## config.mk

```make
export PLATFORM = sky130hd
export DESIGN_NAME = can_control_reset_irq_enable
export DESIGN_NICKNAME = d
export VERILOG_FILES = /design/src/rtl/can_ctrl_pkg.sv /design/src/rtl/can_cfg_mem.sv /design/src/rtl/can_control_reset_irq_enable.sv
export SDC_FILE = /design/constraint.sdc
export NUM_CORES = 1
export LEC_CHECK = 0
export BUFFER_PORTS_ARGS = -buffer_cell sky130_fd_sc_hd__clkbuf_2
export CAP_MARGIN = 20
export CORE_MARGIN = 2
export CORE_UTILIZATION = 45
export CTS_CLUSTER_SIZE = 20
export DETAILED_ROUTE_END_ITERATION = 10
export HOLD_SLACK_MARGIN = 0.06
export PLACE_DENSITY = 0.64
export SYNTH_ARGS = -nofsm -noshare
export SYNTH_HDL_FRONTEND = slang
export SYNTH_SLANG_ARGS = --single-unit
```

## constraint.sdc

```tcl
create_clock -name ref_clk_in -period 3.6 [get_ports ref_clk_in]
set_input_delay 0 -clock ref_clk_in [delete_from_list [all_inputs] [get_ports ref_clk_in]]
set_output_delay 0 -clock ref_clk_in [all_outputs]
set_load 0.05 [all_outputs]
```

## src/rtl/can_ctrl_pkg.sv

```systemverilog
// Purpose: shared constants and types for the can control block
// Assumes: 8-bit register port, one clock
// Notes: register index equals byte address on the plain port
package can_ctrl_pkg;
   localparam logic [4:0] ADDR_CONTROL   = 5'h00;
   localparam logic [4:0] ADDR_CFG_FIRST = 5'h04;
   localparam logic [4:0] ADDR_CFG_LAST  = 5'h08;
   localparam logic [4:0] ADDR_IRQ_STAT  = 5'h0C;
   localparam logic [4:0] ADDR_IRQ_CLR   = 5'h0D;
   localparam logic [4:0] ADDR_IRQ_EN    = 5'h0E;
   localparam logic [4:0] ADDR_STATE     = 5'h0F;

   localparam int BIT_TEST   = 7;
   localparam int BIT_SYNC   = 6;
   localparam int BIT_REF    = 5;
   localparam int BIT_OVR    = 4;
   localparam int BIT_ERR    = 3;
   localparam int BIT_TX     = 2;
   localparam int BIT_RX     = 1;
   localparam int BIT_RST    = 0;

   localparam logic [7:0] CONTROL_RESET = 8'h21;
   localparam logic [3:0] IRQ_EN_RESET  = 4'h0;

   localparam int BUS_FREE_BITS      = 11;
   localparam int BUS_OFF_FREE_COUNT = 128;

   typedef enum logic [1:0] {
      ST_RESET    = 2'b00,
      ST_WAIT_ONE = 2'b01,
      ST_ACTIVE   = 2'b11,
      ST_WAIT_128 = 2'b10
   } join_state_t;

   typedef struct packed {
      logic [4:0] addr;
      logic [7:0] wdata;
      logic       wr;
      logic       rd;
   } reg_req_t;

   typedef struct packed {
      logic overrun;
      logic error;
      logic tx;
      logic rx;
   } irq_vec_t;
endpackage : can_ctrl_pkg

```

## src/rtl/can_cfg_mem.sv

```systemverilog
// Purpose: storage for the five configuration registers
// Assumes: write and read gated by the caller
// Notes: read data is registered
`timescale 1ns/1ps
module can_cfg_mem #(
   parameter int DEPTH = 5,
   parameter int AW    = 3
) (
   input  wire logic          ref_clk_in,
   input  wire logic          rst_in,
   input  wire logic          wr_in,
   input  wire logic [AW-1:0] waddr_in,
   input  wire logic [7:0]    wdata_in,
   input  wire logic [AW-1:0] raddr_in,
   output logic      [7:0]    rdata_out
);
   logic [7:0] mem [DEPTH];

   always_ff @(posedge ref_clk_in)
   begin
      if (rst_in)
      begin
         for (int i = 0; i < DEPTH; i++)
            mem[i] <= 8'h00;
      end
      else if (wr_in)
         mem[waddr_in] <= wdata_in;
   end

   always_ff @(posedge ref_clk_in)
   begin
      if (rst_in)
         rdata_out <= 8'h00;
      else
         rdata_out <= mem[raddr_in];
   end
endmodule : can_cfg_mem

```

## src/rtl/can_control_reset_irq_enable.sv

```systemverilog
// Purpose: can control register, reset-state entry and exit, interrupt gating
// Assumes: bit_tick_in marks one sampled bus bit, bus_level_in high is recessive
// Notes: events arrive as one-cycle pulses from the protocol core
//
// Chosen here: the strobed register port and the register offsets.
`timescale 1ns/1ps
module can_control_reset_irq_enable #(
   parameter int FREE_BITS  = can_ctrl_pkg::BUS_FREE_BITS,
   parameter int OFF_FREES  = can_ctrl_pkg::BUS_OFF_FREE_COUNT
) (
   input  wire logic                   ref_clk_in,
   input  wire logic                   rst_in,
   input  wire can_ctrl_pkg::reg_req_t req_in,
   output logic                  [7:0] rdata_out,
   input  wire logic                   bit_tick_in,
   input  wire logic                   bus_level_in,
   input  wire logic                   bus_off_in,
   input  wire logic                   overrun_status_in,
   input  wire can_ctrl_pkg::irq_vec_t event_in,
   output logic                        ref_drive_en_out,
   output logic                        resync_both_out,
   output logic                        factory_test_out,
   output logic                        in_reset_out,
   output logic                        abort_traffic_out,
   output logic                        bus_on_out,
   output logic                        irq_out
);
   logic [7:0]                 can_control;
   logic [3:0]                 irq_enable;
   logic [3:0]                 irq_status;
   logic                       ext_cause;
   logic                       off_cause;
   logic                       rr_prev;
   logic [3:0]                 bit_count;
   logic [7:0]                 free_count;
   logic                       bus_free_pulse;
   can_ctrl_pkg::join_state_t  state;
   can_ctrl_pkg::join_state_t  next_state;
   logic                       cfg_sel;
   logic                       cfg_wr;
   logic [2:0]                 cfg_idx;
   logic [7:0]                 cfg_rdata;
   logic [7:0]                 next_rdata;
   logic                       rd_cfg_q;
   logic [7:0]                 reg_rdata;
   logic                       rr;
   logic [3:0]                 set_vec;

   function automatic logic in_cfg(input logic [4:0] a);
      in_cfg = (a >= can_ctrl_pkg::ADDR_CFG_FIRST) && (a <= can_ctrl_pkg::ADDR_CFG_LAST);
   endfunction : in_cfg

   assign rr = can_control[can_ctrl_pkg::BIT_RST];

   // control register
   always_ff @(posedge ref_clk_in)
   begin
      if (rst_in)
         can_control <= can_ctrl_pkg::CONTROL_RESET;
      else
      begin
         if (req_in.wr && req_in.addr == can_ctrl_pkg::ADDR_CONTROL)
         begin
            can_control[can_ctrl_pkg::BIT_TEST] <= req_in.wdata[can_ctrl_pkg::BIT_TEST];
            can_control[4:1] <= req_in.wdata[4:1];
            if (rr)
            begin
               can_control[can_ctrl_pkg::BIT_SYNC] <= req_in.wdata[can_ctrl_pkg::BIT_SYNC];
               can_control[can_ctrl_pkg::BIT_REF]  <= req_in.wdata[can_ctrl_pkg::BIT_REF];
            end
            can_control[can_ctrl_pkg::BIT_RST] <= req_in.wdata[can_ctrl_pkg::BIT_RST] | bus_off_in;
         end
         else if (bus_off_in)
            can_control[can_ctrl_pkg::BIT_RST] <= 1'b1;
      end
   end

   // cause of the latest reset state
   always_ff @(posedge ref_clk_in)
   begin
      if (rst_in)
      begin
         ext_cause <= 1'b1;
         off_cause <= 1'b0;
      end
      else if (bus_off_in)
      begin
         off_cause <= 1'b1;
         ext_cause <= 1'b0;
      end
      else if (req_in.wr && req_in.addr == can_ctrl_pkg::ADDR_CONTROL && req_in.wdata[can_ctrl_pkg::BIT_RST] && !rr)
      begin
         // only a cpu write starts a non bus-off reset; a bus-off keeps its cause
         off_cause <= 1'b0;
         ext_cause <= 1'b1;
      end
   end

   always_ff @(posedge ref_clk_in)
   begin
      if (rst_in)
         rr_prev <= 1'b1;
      else
         rr_prev <= rr;
   end

   // recessive run counter, one pulse per bus-free condition
   always_ff @(posedge ref_clk_in)
   begin
      if (rst_in || state == can_ctrl_pkg::ST_RESET)
         bit_count <= 4'h0;
      else if (bit_tick_in)
      begin
         if (!bus_level_in)
            bit_count <= 4'h0;
         else if (bit_count == 4'(FREE_BITS - 1))
            bit_count <= 4'h0;
         else
            bit_count <= bit_count + 4'h1;
      end
   end

   assign bus_free_pulse = bit_tick_in && bus_level_in && (bit_count == 4'(FREE_BITS - 1));

   always_ff @(posedge ref_clk_in)
   begin
      if (rst_in || state != can_ctrl_pkg::ST_WAIT_128)
         free_count <= 8'h00;
      else if (bus_free_pulse)
         free_count <= free_count + 8'h01;
   end

   always_comb
   begin
      next_state = state;
      unique case (state)
         can_ctrl_pkg::ST_RESET:
            if (!rr && rr_prev)
               next_state = off_cause ? can_ctrl_pkg::ST_WAIT_128 : can_ctrl_pkg::ST_WAIT_ONE;
         can_ctrl_pkg::ST_WAIT_ONE:
            if (bus_free_pulse)
               next_state = can_ctrl_pkg::ST_ACTIVE;
         can_ctrl_pkg::ST_WAIT_128:
            if (bus_free_pulse && free_count == 8'(OFF_FREES - 1))
               next_state = can_ctrl_pkg::ST_ACTIVE;
         can_ctrl_pkg::ST_ACTIVE:
            next_state = can_ctrl_pkg::ST_ACTIVE;
      endcase
      if (rr)
         next_state = can_ctrl_pkg::ST_RESET;
   end

   always_ff @(posedge ref_clk_in)
   begin
      if (rst_in)
         state <= can_ctrl_pkg::ST_RESET;
      else
         state <= next_state;
   end

   // interrupt enable, sticky status, clear
   always_ff @(posedge ref_clk_in)
   begin
      if (rst_in)
         irq_enable <= can_ctrl_pkg::IRQ_EN_RESET;
      else if (req_in.wr && req_in.addr == can_ctrl_pkg::ADDR_IRQ_EN)
         irq_enable <= req_in.wdata[3:0];
   end

   assign set_vec = {1'b0, event_in.error, event_in.tx, event_in.rx};

   always_ff @(posedge ref_clk_in)
   begin
      if (rst_in)
         irq_status <= 4'h0;
      else if (req_in.wr && req_in.addr == can_ctrl_pkg::ADDR_IRQ_CLR)
         irq_status <= (irq_status & ~req_in.wdata[3:0]) | set_vec;
      else
         irq_status <= irq_status | set_vec;
   end

   // overrun follows the live status level; others are sticky
   assign irq_out = (overrun_status_in && can_control[can_ctrl_pkg::BIT_OVR])
                  || |(irq_status[2:0] & can_control[3:1] & irq_enable[2:0]);

   // configuration block gated by reset request
   assign cfg_sel = in_cfg(req_in.addr) && rr;
   assign cfg_wr  = req_in.wr && cfg_sel;
   assign cfg_idx = 3'(req_in.addr - can_ctrl_pkg::ADDR_CFG_FIRST);

   can_cfg_mem #(
      .DEPTH (5),
      .AW    (3)
   ) u_cfg (
      .ref_clk_in (ref_clk_in),
      .rst_in     (rst_in),
      .wr_in      (cfg_wr),
      .waddr_in   (cfg_idx),
      .wdata_in   (req_in.wdata),
      .raddr_in   (cfg_idx),
      .rdata_out  (cfg_rdata)
   );

   always_comb
   begin
      next_rdata = 8'h00;
      unique case (req_in.addr)
         can_ctrl_pkg::ADDR_CONTROL:  next_rdata = can_control;
         can_ctrl_pkg::ADDR_IRQ_STAT: next_rdata = {3'h0, overrun_status_in, irq_status[2:0]};
         can_ctrl_pkg::ADDR_IRQ_EN:   next_rdata = {4'h0, irq_enable};
         can_ctrl_pkg::ADDR_STATE:    next_rdata = {6'h00, state};
         default:                     next_rdata = 8'h00;
      endcase
   end

   always_ff @(posedge ref_clk_in)
   begin
      if (rst_in)
      begin
         reg_rdata <= 8'h00;
         rd_cfg_q  <= 1'b0;
      end
      else
      begin
         rd_cfg_q  <= req_in.rd && cfg_sel;
         reg_rdata <= req_in.rd ? next_rdata : 8'h00;
      end
   end

   // both sources are flops; config data only in a granted read slot
   assign rdata_out = rd_cfg_q ? cfg_rdata : reg_rdata;

   // outputs
   always_ff @(posedge ref_clk_in)
   begin
      if (rst_in)
      begin
         ref_drive_en_out  <= 1'b1;
         resync_both_out   <= 1'b0;
         factory_test_out  <= 1'b0;
         in_reset_out      <= 1'b1;
         abort_traffic_out <= 1'b1;
         bus_on_out        <= 1'b0;
      end
      else
      begin
         ref_drive_en_out  <= can_control[can_ctrl_pkg::BIT_REF];
         resync_both_out   <= can_control[can_ctrl_pkg::BIT_SYNC];
         factory_test_out  <= can_control[can_ctrl_pkg::BIT_TEST];
         in_reset_out      <= (next_state == can_ctrl_pkg::ST_RESET);
         abort_traffic_out <= rr;
         bus_on_out        <= (next_state == can_ctrl_pkg::ST_ACTIVE);
      end
   end

endmodule : can_control_reset_irq_enable

```

==> results of run 1 <==
-- power breakdown --
group          switching (mW)  leakage (nW)  total [mW]  internal (mW)
logic                  0.0988          1.08       0.179         0.0801
clock network           0.535         0.255        1.46          0.925
registers              0.0161          1.07        1.48           1.46
total                   0.650          2.40        3.12           2.47
-- metal layers --
layer / vias to the layer above / share of wire, % / wire length, µm / GRT usage (%)
met1: 1610 / 45 / 4602 / 23.88
met5: - / 0 / 0 / 0
met2: 81 / 49 / 5081 / 29.69
met3: 9 / 4.9 / 501 / 5.559
li1: 1562 / - / - / -
met4: 0 / 0.98 / 101 / 7.784
-- path summary, 6_finish.rpt --
path	start	endpoint	slack [ns]	cells after the start
min reg2reg	can_control[7]$_SDFFE_PP0N_	can_control[7]$_SDFFE_PP0N_	0.47	2
min	req_in[12]	u_cfg.rdata_out[2]$_SDFF_PP0_	0.12	3
max reg2reg	bit_count[0]$_SDFFE_PP0P_	bus_on_out$_SDFF_PP0_	1.74	6
max	req_in[10]	reg_rdata[3]$_SDFF_PP0_	1.69	6
-- worst max-delay path, stage by stage --
cell and delay [ns]:
clkbuf_2 0.46, nor2_1 0.46, and3b_1 0.49, o21ai_0 0.26, nor2_1 0.14, dlygate4sd3_1 0.54
-- cells by family (layout without fill, tap and decap cells) --
group,after synthesis,after routing,share of synthesized area [%]
compound gates,28,28,3.824
xor+xnor,5,5,0.8863
fa+ha+maj,3,3,0.7598
buf+inv,24,106,1.899
flops,117,117,60.37
mux,46,46,13.72
other cells,1,24,0.07590
simple gates,162,162,18.46
-- state kept, by name, summed over array words and instances, names as in the netlist, 3 cells and up --
| name | cells |
|---|---|
| u_cfg.mem | 64 |
| can_control | 8 |
| free_count | 8 |
| reg_rdata | 8 |
| u_cfg.rdata_out | 8 |
| bit_count | 4 |
| irq_enable | 4 |
| irq_status | 3 |
-- cells in the mapped netlist (2+ instances only) --
master,number
edfxtp_1,64
dfxtp_1,53
nor2_1,46
and2_1,41
mux2i_1,16
mux4_2,16
mux2_2,14
clkbuf_1,13
nand3_1,13
nor2b_1,12
a21oi_1,11
nand2_1,9
inv_1,7
nand4_1,6
nor3_1,6
or2_2,6
and3_1,5
xnor2_1,5
a22oi_1,4
o21ai_0,4
and3b_1,3
buf_2,3
ha_1,3
a22o_1,2
a311oi_1,2
nand2b_1,2
nand4b_1,2
nor3b_2,2
nor4_1,2
nor4b_1,2
-- what timing repair did --
| action | 4_1_cts | 5_1_grt |
|---|---|---|
| hold buffers | 24 | 0 |
| buffers inserted | 0 | 0 |
| hold endpoints to repair | 101 | 0 |
-- stage by stage --
step	worst slack (ns)	hold WS, ns
2_1_floorplan	1.880	0.09161
3_3_place_gp	1.423	0.2066
3_5_place_dp	1.384	0.2154
4_1_cts	1.686	0.08099
5_1_grt	1.460	0.1333
6_report	1.695	0.1238
-- area by class of cell --
class | count | area (µm²) | share of cell area, %
clock buffer | 26 | 457.9 | 7.488
multi-input combinational | 268 | 1951 | 31.89
tap | 140 | 175.2 | 2.864
inverter | 7 | 26.28 | 0.4296
timing repair buffer | 67 | 467.9 | 7.651
sequential | 117 | 2983 | 48.77
clock inverter | 6 | 55.05 | 0.9002
==> reports/metrics.json, run 1 <==
{
  "run_status": {"value": "completed"},
  "remaining_drc_errors": {"value": 0},
  "min_path_type": {"value": "in -> reg"},
  "grt_remaining_overflow": {"value": 0},
  "core-area": {"value": 0.01079, "unit": "mm²"},
  "synth_cell_area": {"value": 0.004941, "unit": "mm²"},
  "clk-insertion-delay-late": {"value": 0.52, "unit": "ns"},
  "critPathLaunchType": {"value": "input pin"},
  "pin_count": {"value": 40},
  "grt_start_max_net_pins": {"value": 38},
  "min_period": {"value": 1.905, "unit": "ns"},
  "timing_worst_setup_path_type": {"value": "in -> reg"},
  "fin_cells": {"value": 631},
  "dieArea": {"value": 0.01183, "unit": "mm²"},
  "power.density": {"value": 509.9, "unit": "mW/mm²"},
  "worst-slew-pin-transition": {"value": 0.8530, "unit": "ns"},
  "drt-initial-drc-count": {"value": 165},
  "dieWidth": {"value": 108.8, "unit": "µm"},
  "post-dp-hpwl": {"value": 6658, "unit": "µm"},
  "final_worst_clock_skew": {"value": 0.006826, "unit": "ns"},
  "grt_setup_unrepaired": {"value": "false"},
  "vias": {"value": 3262},
  "synthTopCellsByArea": {"value": "edfxtp_1, dfxtp_1, mux4_2"},
  "dpl_cell_area": {"value": 0.005363, "unit": "mm²"},
  "ys_seq_area_share": {"value": 60.37, "unit": "%"},
  "crit_path_max_fanout": {"value": 24},
  "setup-tns-final": {"value": 0, "unit": "ns"},
  "yosys_warnings": {"value": 0},
  "final_core_util": {"value": 56.67, "unit": "%"},
  "synth_top_cell_area_share": {"value": 38.90, "unit": "%"},
  "final_min_period_over_clock_period": {"value": 52.92, "unit": "%"},
  "postSynth.asyncResetShare": {"value": 0, "unit": "%"},
  "clock-root-buffer": {"value": "clkbuf_8"},
  "numCtsBuffers": {"value": 17},
  "yosys_register_bits": {"value": 117},
  "grt_usage": {"value": 18.67, "unit": "%"},
  "p_leak": {"value": 2.403, "unit": "nW"},
  "slew_headroom": {"value": 43.13, "unit": "%"},
  "dp_cells": {"value": 575},
  "postRouteWirelength": {"value": 10290, "unit": "µm"},
  "worst_setup_hold_path_clk_slew": {"value": 0.05, "unit": "ns"},
  "drtAntennaViolNets": {"value": 0},
  "drt-pass1-iter-count": {"value": 4},
  "drt-vias-per-instance": {"value": 5.170},
  "wl_per_cell": {"value": 16.30, "unit": "µm"},
  "cts-htree-levels": {"value": 4},
  "core.rowCount": {"value": 38},
  "synth_edf_count": {"value": 64},
  "number_of_max_slew_violations_in_the_final_report": {"value": 0},
  "filler_cell_count": {"value": 918},
  "synth_top_cell_by_area": {"value": "edfxtp_1"},
  "worstPathRequired": {"value": 4.06, "unit": "ns"},
  "synth_area_per_cell": {"value": 12.80, "unit": "µm²"},
  "clock.fmax": {"value": 0.5249, "unit": "GHz"},
  "totalPowerFinal": {"value": 3.119, "unit": "mW"},
  "cts_tree": {"value": "done"},
  "floorplan.initialDensity": {"value": 45.78, "unit": "%"},
  "power.ir.vdd_worst": {"value": 0.2945, "unit": "mV"},
  "insertedDiodeCount": {"value": 0},
  "buffers_added_on_ports": {"value": 38},
  "max_cap_violations": {"value": 0},
  "grt_first_pass_wirelength": {"value": 15930, "unit": "µm"},
  "layout.cell_area.non_filler": {"value": 0.006116, "unit": "mm²"},
  "synth.lib_cells_used.distinct": {"value": 42},
  "grt_antenna_before_repair": {"value": 0},
  "post_route_cells_drive_above_1_share": {"value": 22.40, "unit": "%"},
  "postCtsResizedCells": {"value": 0},
  "critical_path.endpoint_type": {"value": "flop"},
  "finalHoldViolCount": {"value": 0},
  "layout-area-overhead-vs-synth": {"value": 23.78, "unit": "%"},
  "crit_path_dat": {"value": 2.36, "unit": "ns"},
  "die_height": {"value": 108.8, "unit": "µm"},
  "first_global_vias": {"value": 3125},
  "cts_max_path_buffers": {"value": 2},
  "most_common_library_cell_in_the_layout_ignoring_fill_and_taps": {"value": "edfxtp_1"},
  "finalWeightedCongestion": {"value": 0.8368},
  "finalSetupViolations": {"value": 0},
  "synth_top_flop_cell": {"value": "edfxtp_1"},
  "nets_final": {"value": 506},
  "layout_common_cells": {"value": "edfxtp_1, dfxtp_1, nor2_1"},
  "post_synth_inst_count": {"value": 386},
  "cts.sink_count": {"value": 117}
}
No activity file was read; power rests on OpenSTA's default activity.
==> inputs of run 2 (changes only) <==
--- a/config.mk
+++ b/config.mk
@@ -12,7 +12,7 @@
 export CTS_CLUSTER_SIZE = 20
 export DETAILED_ROUTE_END_ITERATION = 10
 export HOLD_SLACK_MARGIN = 0.06
-export PLACE_DENSITY = 0.64
+export PLACE_DENSITY = 0.66
 export SYNTH_ARGS = -nofsm -noshare
 export SYNTH_HDL_FRONTEND = slang
 export SYNTH_SLANG_ARGS = --single-unit
==> constraint.sdc (replaced) <==
create_clock -name ref_clk_in -period 1.6 [get_ports ref_clk_in]
set_input_delay 0 -clock ref_clk_in [delete_from_list [all_inputs] [get_ports ref_clk_in]]
set_output_delay 0 -clock ref_clk_in [all_outputs]
set_load 0.05 [all_outputs]
==> run 2 against run 1 <==
The run now ends with negative setup slack left. Sequential share of layout area shrank 1.9 points. Clock power grew 130%. Critical path depth shrank 1. Via count grew 1.3%. Flip-flop and latch count is the same. Hold slack gained 0.012 ns. Die area is the same. Register-to-register slack lost 1.7 ns. Largest cell class unchanged.
==> reports/metrics.json, run 2 (synthesis gave the netlist of run 1 again) <==
{
  "post_route_cells_drive_above_1_share": {"value": 26.80, "unit": "%"},
  "worst_path_max_delay_cell": {"value": "or4_4"},
  "dpl_cell_area": {"value": 0.005534, "unit": "mm²"},
  "drt-vias-per-instance": {"value": 5.047},
  "grt_first_pass_wirelength": {"value": 17150, "unit": "µm"},
  "remaining_drc_errors": {"value": 0},
  "min_period": {"value": 1.604, "unit": "ns"},
  "post-dp-hpwl": {"value": 6964, "unit": "µm"},
  "floorplan.initialDensity": {"value": 45.78, "unit": "%"},
  "final_critical_path_setup_slack": {"value": -0.003866, "unit": "ns"},
  "drt-pass1-iter-count": {"value": 7},
  "insertedDiodeCount": {"value": 0},
  "timing.rr.end": {"value": "bus_on_out$_SDFF_PP0_"},
  "power.density": {"value": 1107, "unit": "mW/mm²"},
  "cts.sink_count": {"value": 117},
  "finalWeightedCongestion": {"value": 0.8001},
  "layout-area-overhead-vs-synth": {"value": 29.07, "unit": "%"},
  "core.rowCount": {"value": 38},
  "finalHoldViolCount": {"value": 0},
  "worstPathRequired": {"value": 2.04, "unit": "ns"},
  "clk-insertion-delay-late": {"value": 0.52, "unit": "ns"},
  "met3_global_route_usage": {"value": 6.695, "unit": "%"},
  "pin_count": {"value": 40},
  "max_cap_violations": {"value": 0},
  "dieArea": {"value": 0.01183, "unit": "mm²"},
  "numCtsBuffers": {"value": 17},
  "grt_remaining_overflow": {"value": 0},
  "fin_cells": {"value": 655},
  "cts_max_path_buffers": {"value": 2},
  "clock-root-buffer": {"value": "clkbuf_8"},
  "core-area": {"value": 0.01079, "unit": "mm²"},
  "r2r.worst_path.cells": {"value": 5},
  "crit_path_dat": {"value": 2.05, "unit": "ns"},
  "worst_setup_hold_path_clk_slew": {"value": 0.06, "unit": "ns"},
  "first_global_vias": {"value": 3344},
  "failed_checks": {"value": "negative setup slack"},
  "final_worst_clock_skew": {"value": 0.007824, "unit": "ns"},
  "run_status": {"value": "finished with violations"},
  "worst-r2r-setup-slack": {"value": -0.004, "unit": "ns"},
  "vias": {"value": 3306},
  "cts_tree": {"value": "done"},
  "drtAntennaViolNets": {"value": 0},
  "critical_path.endpoint_type": {"value": "flop"},
  "critPathLaunchType": {"value": "flop"},
  "grt_setup_unrepaired": {"value": "true"},
  "min_path_type": {"value": "in -> reg"},
  "cts-htree-levels": {"value": 4},
  "multi_input_comb_area": {"value": 0.001981, "unit": "mm²"},
  "met2_usage": {"value": 31.21, "unit": "%"},
  "setup-tns-final": {"value": -0.003866, "unit": "ns"},
  "final_min_period_over_clock_period": {"value": 100.2, "unit": "%"},
  "nets_final": {"value": 530},
  "crit_path_max_incr_delay": {"value": 0.53, "unit": "ns"},
  "clock.fmax": {"value": 0.6235, "unit": "GHz"},
  "grt_usage": {"value": 20.06, "unit": "%"},
  "p_leak": {"value": 2.524, "unit": "nW"},
  "r2r-start": {"value": "free_count[1]$_SDFFE_PP0P_"},
  "hold_path.startpoint": {"value": "req_in[11]"},
  "hold_path_depth": {"value": 4},
  "largest-register": {"value": "u_cfg.mem"},
  "die_height": {"value": 108.8, "unit": "µm"},
  "number_of_max_slew_violations_in_the_final_report": {"value": 0},
  "dp_cells": {"value": 595},
  "most_utilized_layer_in_the_global_route_result": {"value": "met2"},
  "layout_common_cells": {"value": "edfxtp_1, dfxtp_1, nor2_1"},
  "postRouteWirelength": {"value": 10580, "unit": "µm"},
  "final_core_util": {"value": 59.09, "unit": "%"},
  "timing_worst_setup_path_type": {"value": "reg -> reg"},
  "largest_register_ffs": {"value": 64},
  "filler_cell_count": {"value": 848},
  "drt-initial-drc-count": {"value": 196},
  "grt_start_max_net_pins": {"value": 24},
  "critical_path.cell_chain": {"value": "ha_4, nand3_2, or4_4, a211oi_4, nor3b_2"},
  "whs_endpoint": {"value": "rd_cfg_q$_SDFF_PP0_"},
  "regArea": {"value": 0.002990, "unit": "mm²"},
  "power.ir.vdd_worst": {"value": 0.6670, "unit": "mV"},
  "layout.cell_area.non_filler": {"value": 0.006377, "unit": "mm²"},
  "groute.layer.met1.usage": {"value": 25.96, "unit": "%"},
  "crit_path_max_fanout": {"value": 3},
  "most_common_library_cell_in_the_layout_ignoring_fill_and_taps": {"value": "edfxtp_1"},
  "finalSetupViolations": {"value": 1},
  "wl_per_cell": {"value": 16.15, "unit": "µm"},
  "dieWidth": {"value": 108.8, "unit": "µm"},
  "grt_antenna_before_repair": {"value": 0},
  "buffers_added_on_ports": {"value": 38}
}
## run 2: changes by cell type in the layout (fill, tap and decap cells not counted), sizes merged
cell         delta
clkbuf          -6
dlygate4sd3     +4
clkinv          +3
buf            +23
## run 2: layout make-up
type / count / area share [%]
tap: 140 / 2.747
inverter: 7 / 0.4120
clock buffer: 23 / 7.161
clock inverter: 9 / 0.9613
multi-input combinational: 268 / 31.06
timing repair buffer: 91 / 10.77
sequential: 117 / 46.89
## run 2: where the power goes
group	total [mW]	internal (mW)	leakage (nW)	switching (mW)
registers	3.33	3.29	1.07	0.0365
logic	0.433	0.206	1.20	0.227
clock network	3.30	2.09	0.252	1.21
## run 2: how the worst max path moves through the flow
| stage | start | to | slack (ns) | cells after the start |
|---|---|---|---|---|
| finish | free_count[1]$_SDFFE_PP0P_ | bus_on_out$_SDFF_PP0_ | -0.004 | 5 |
| global route | free_count[1]$_SDFFE_PP0P_ | bus_on_out$_SDFF_PP0_ | -0.08 | 5 |
| CTS | rd_cfg_q$_SDFF_PP0_ | rdata_out[6] | 0.003 | 2 |
| detailed placement | free_count[1]$_SDFFE_PP0P_ | bus_on_out$_SDFF_PP0_ | -0.02 | 5 |
| global placement | free_count[1]$_SDFFE_PP0P_ | bus_on_out$_SDFF_PP0_ | 0.03 | 5 |
| floorplan | free_count[1]$_SDFFE_PP0P_ | bus_on_out$_SDFF_PP0_ | 0.01 | 5 |
## run 2: per-layer routing
layer  vias up  wire length, µm
li1       1611                -
met1      1624             4689
met2        63             5268
met3         8              529
met4         0               90
met5         -                0
## run 2: what timing repair did
item / in CTS / in global routing
setup endpoints to repair: 9 / 15
hold buffers: 28 / 0
gates resized for setup: 4 / 10
endpoints found under the hold margin: 108 / 0
buffers inserted: 0 / 2
pin swaps: 0 / 4
## run 2: stage by stage
stage	setup slack [ns]	hold WS, ns	total power, mW
final	-0.003866	0.1363	7.063
after global routing	-0.07882	0.1702	7.319
after CTS	0.003264	0.1123	7.113
after detailed placement	-0.02322	0.2127	3.766
after global placement	0.02903	0.2061	3.756
after floorplan	0.01346	0.09161	3.611
## run 2: worst max-delay path: cells and delay by family (launching register included)
kind | cells | cell delay, ns
simple gates | 3 | 0.80
fa+ha+maj | 1 | 0.14
compound gates | 1 | 0.24
flops | 1 | 0.35
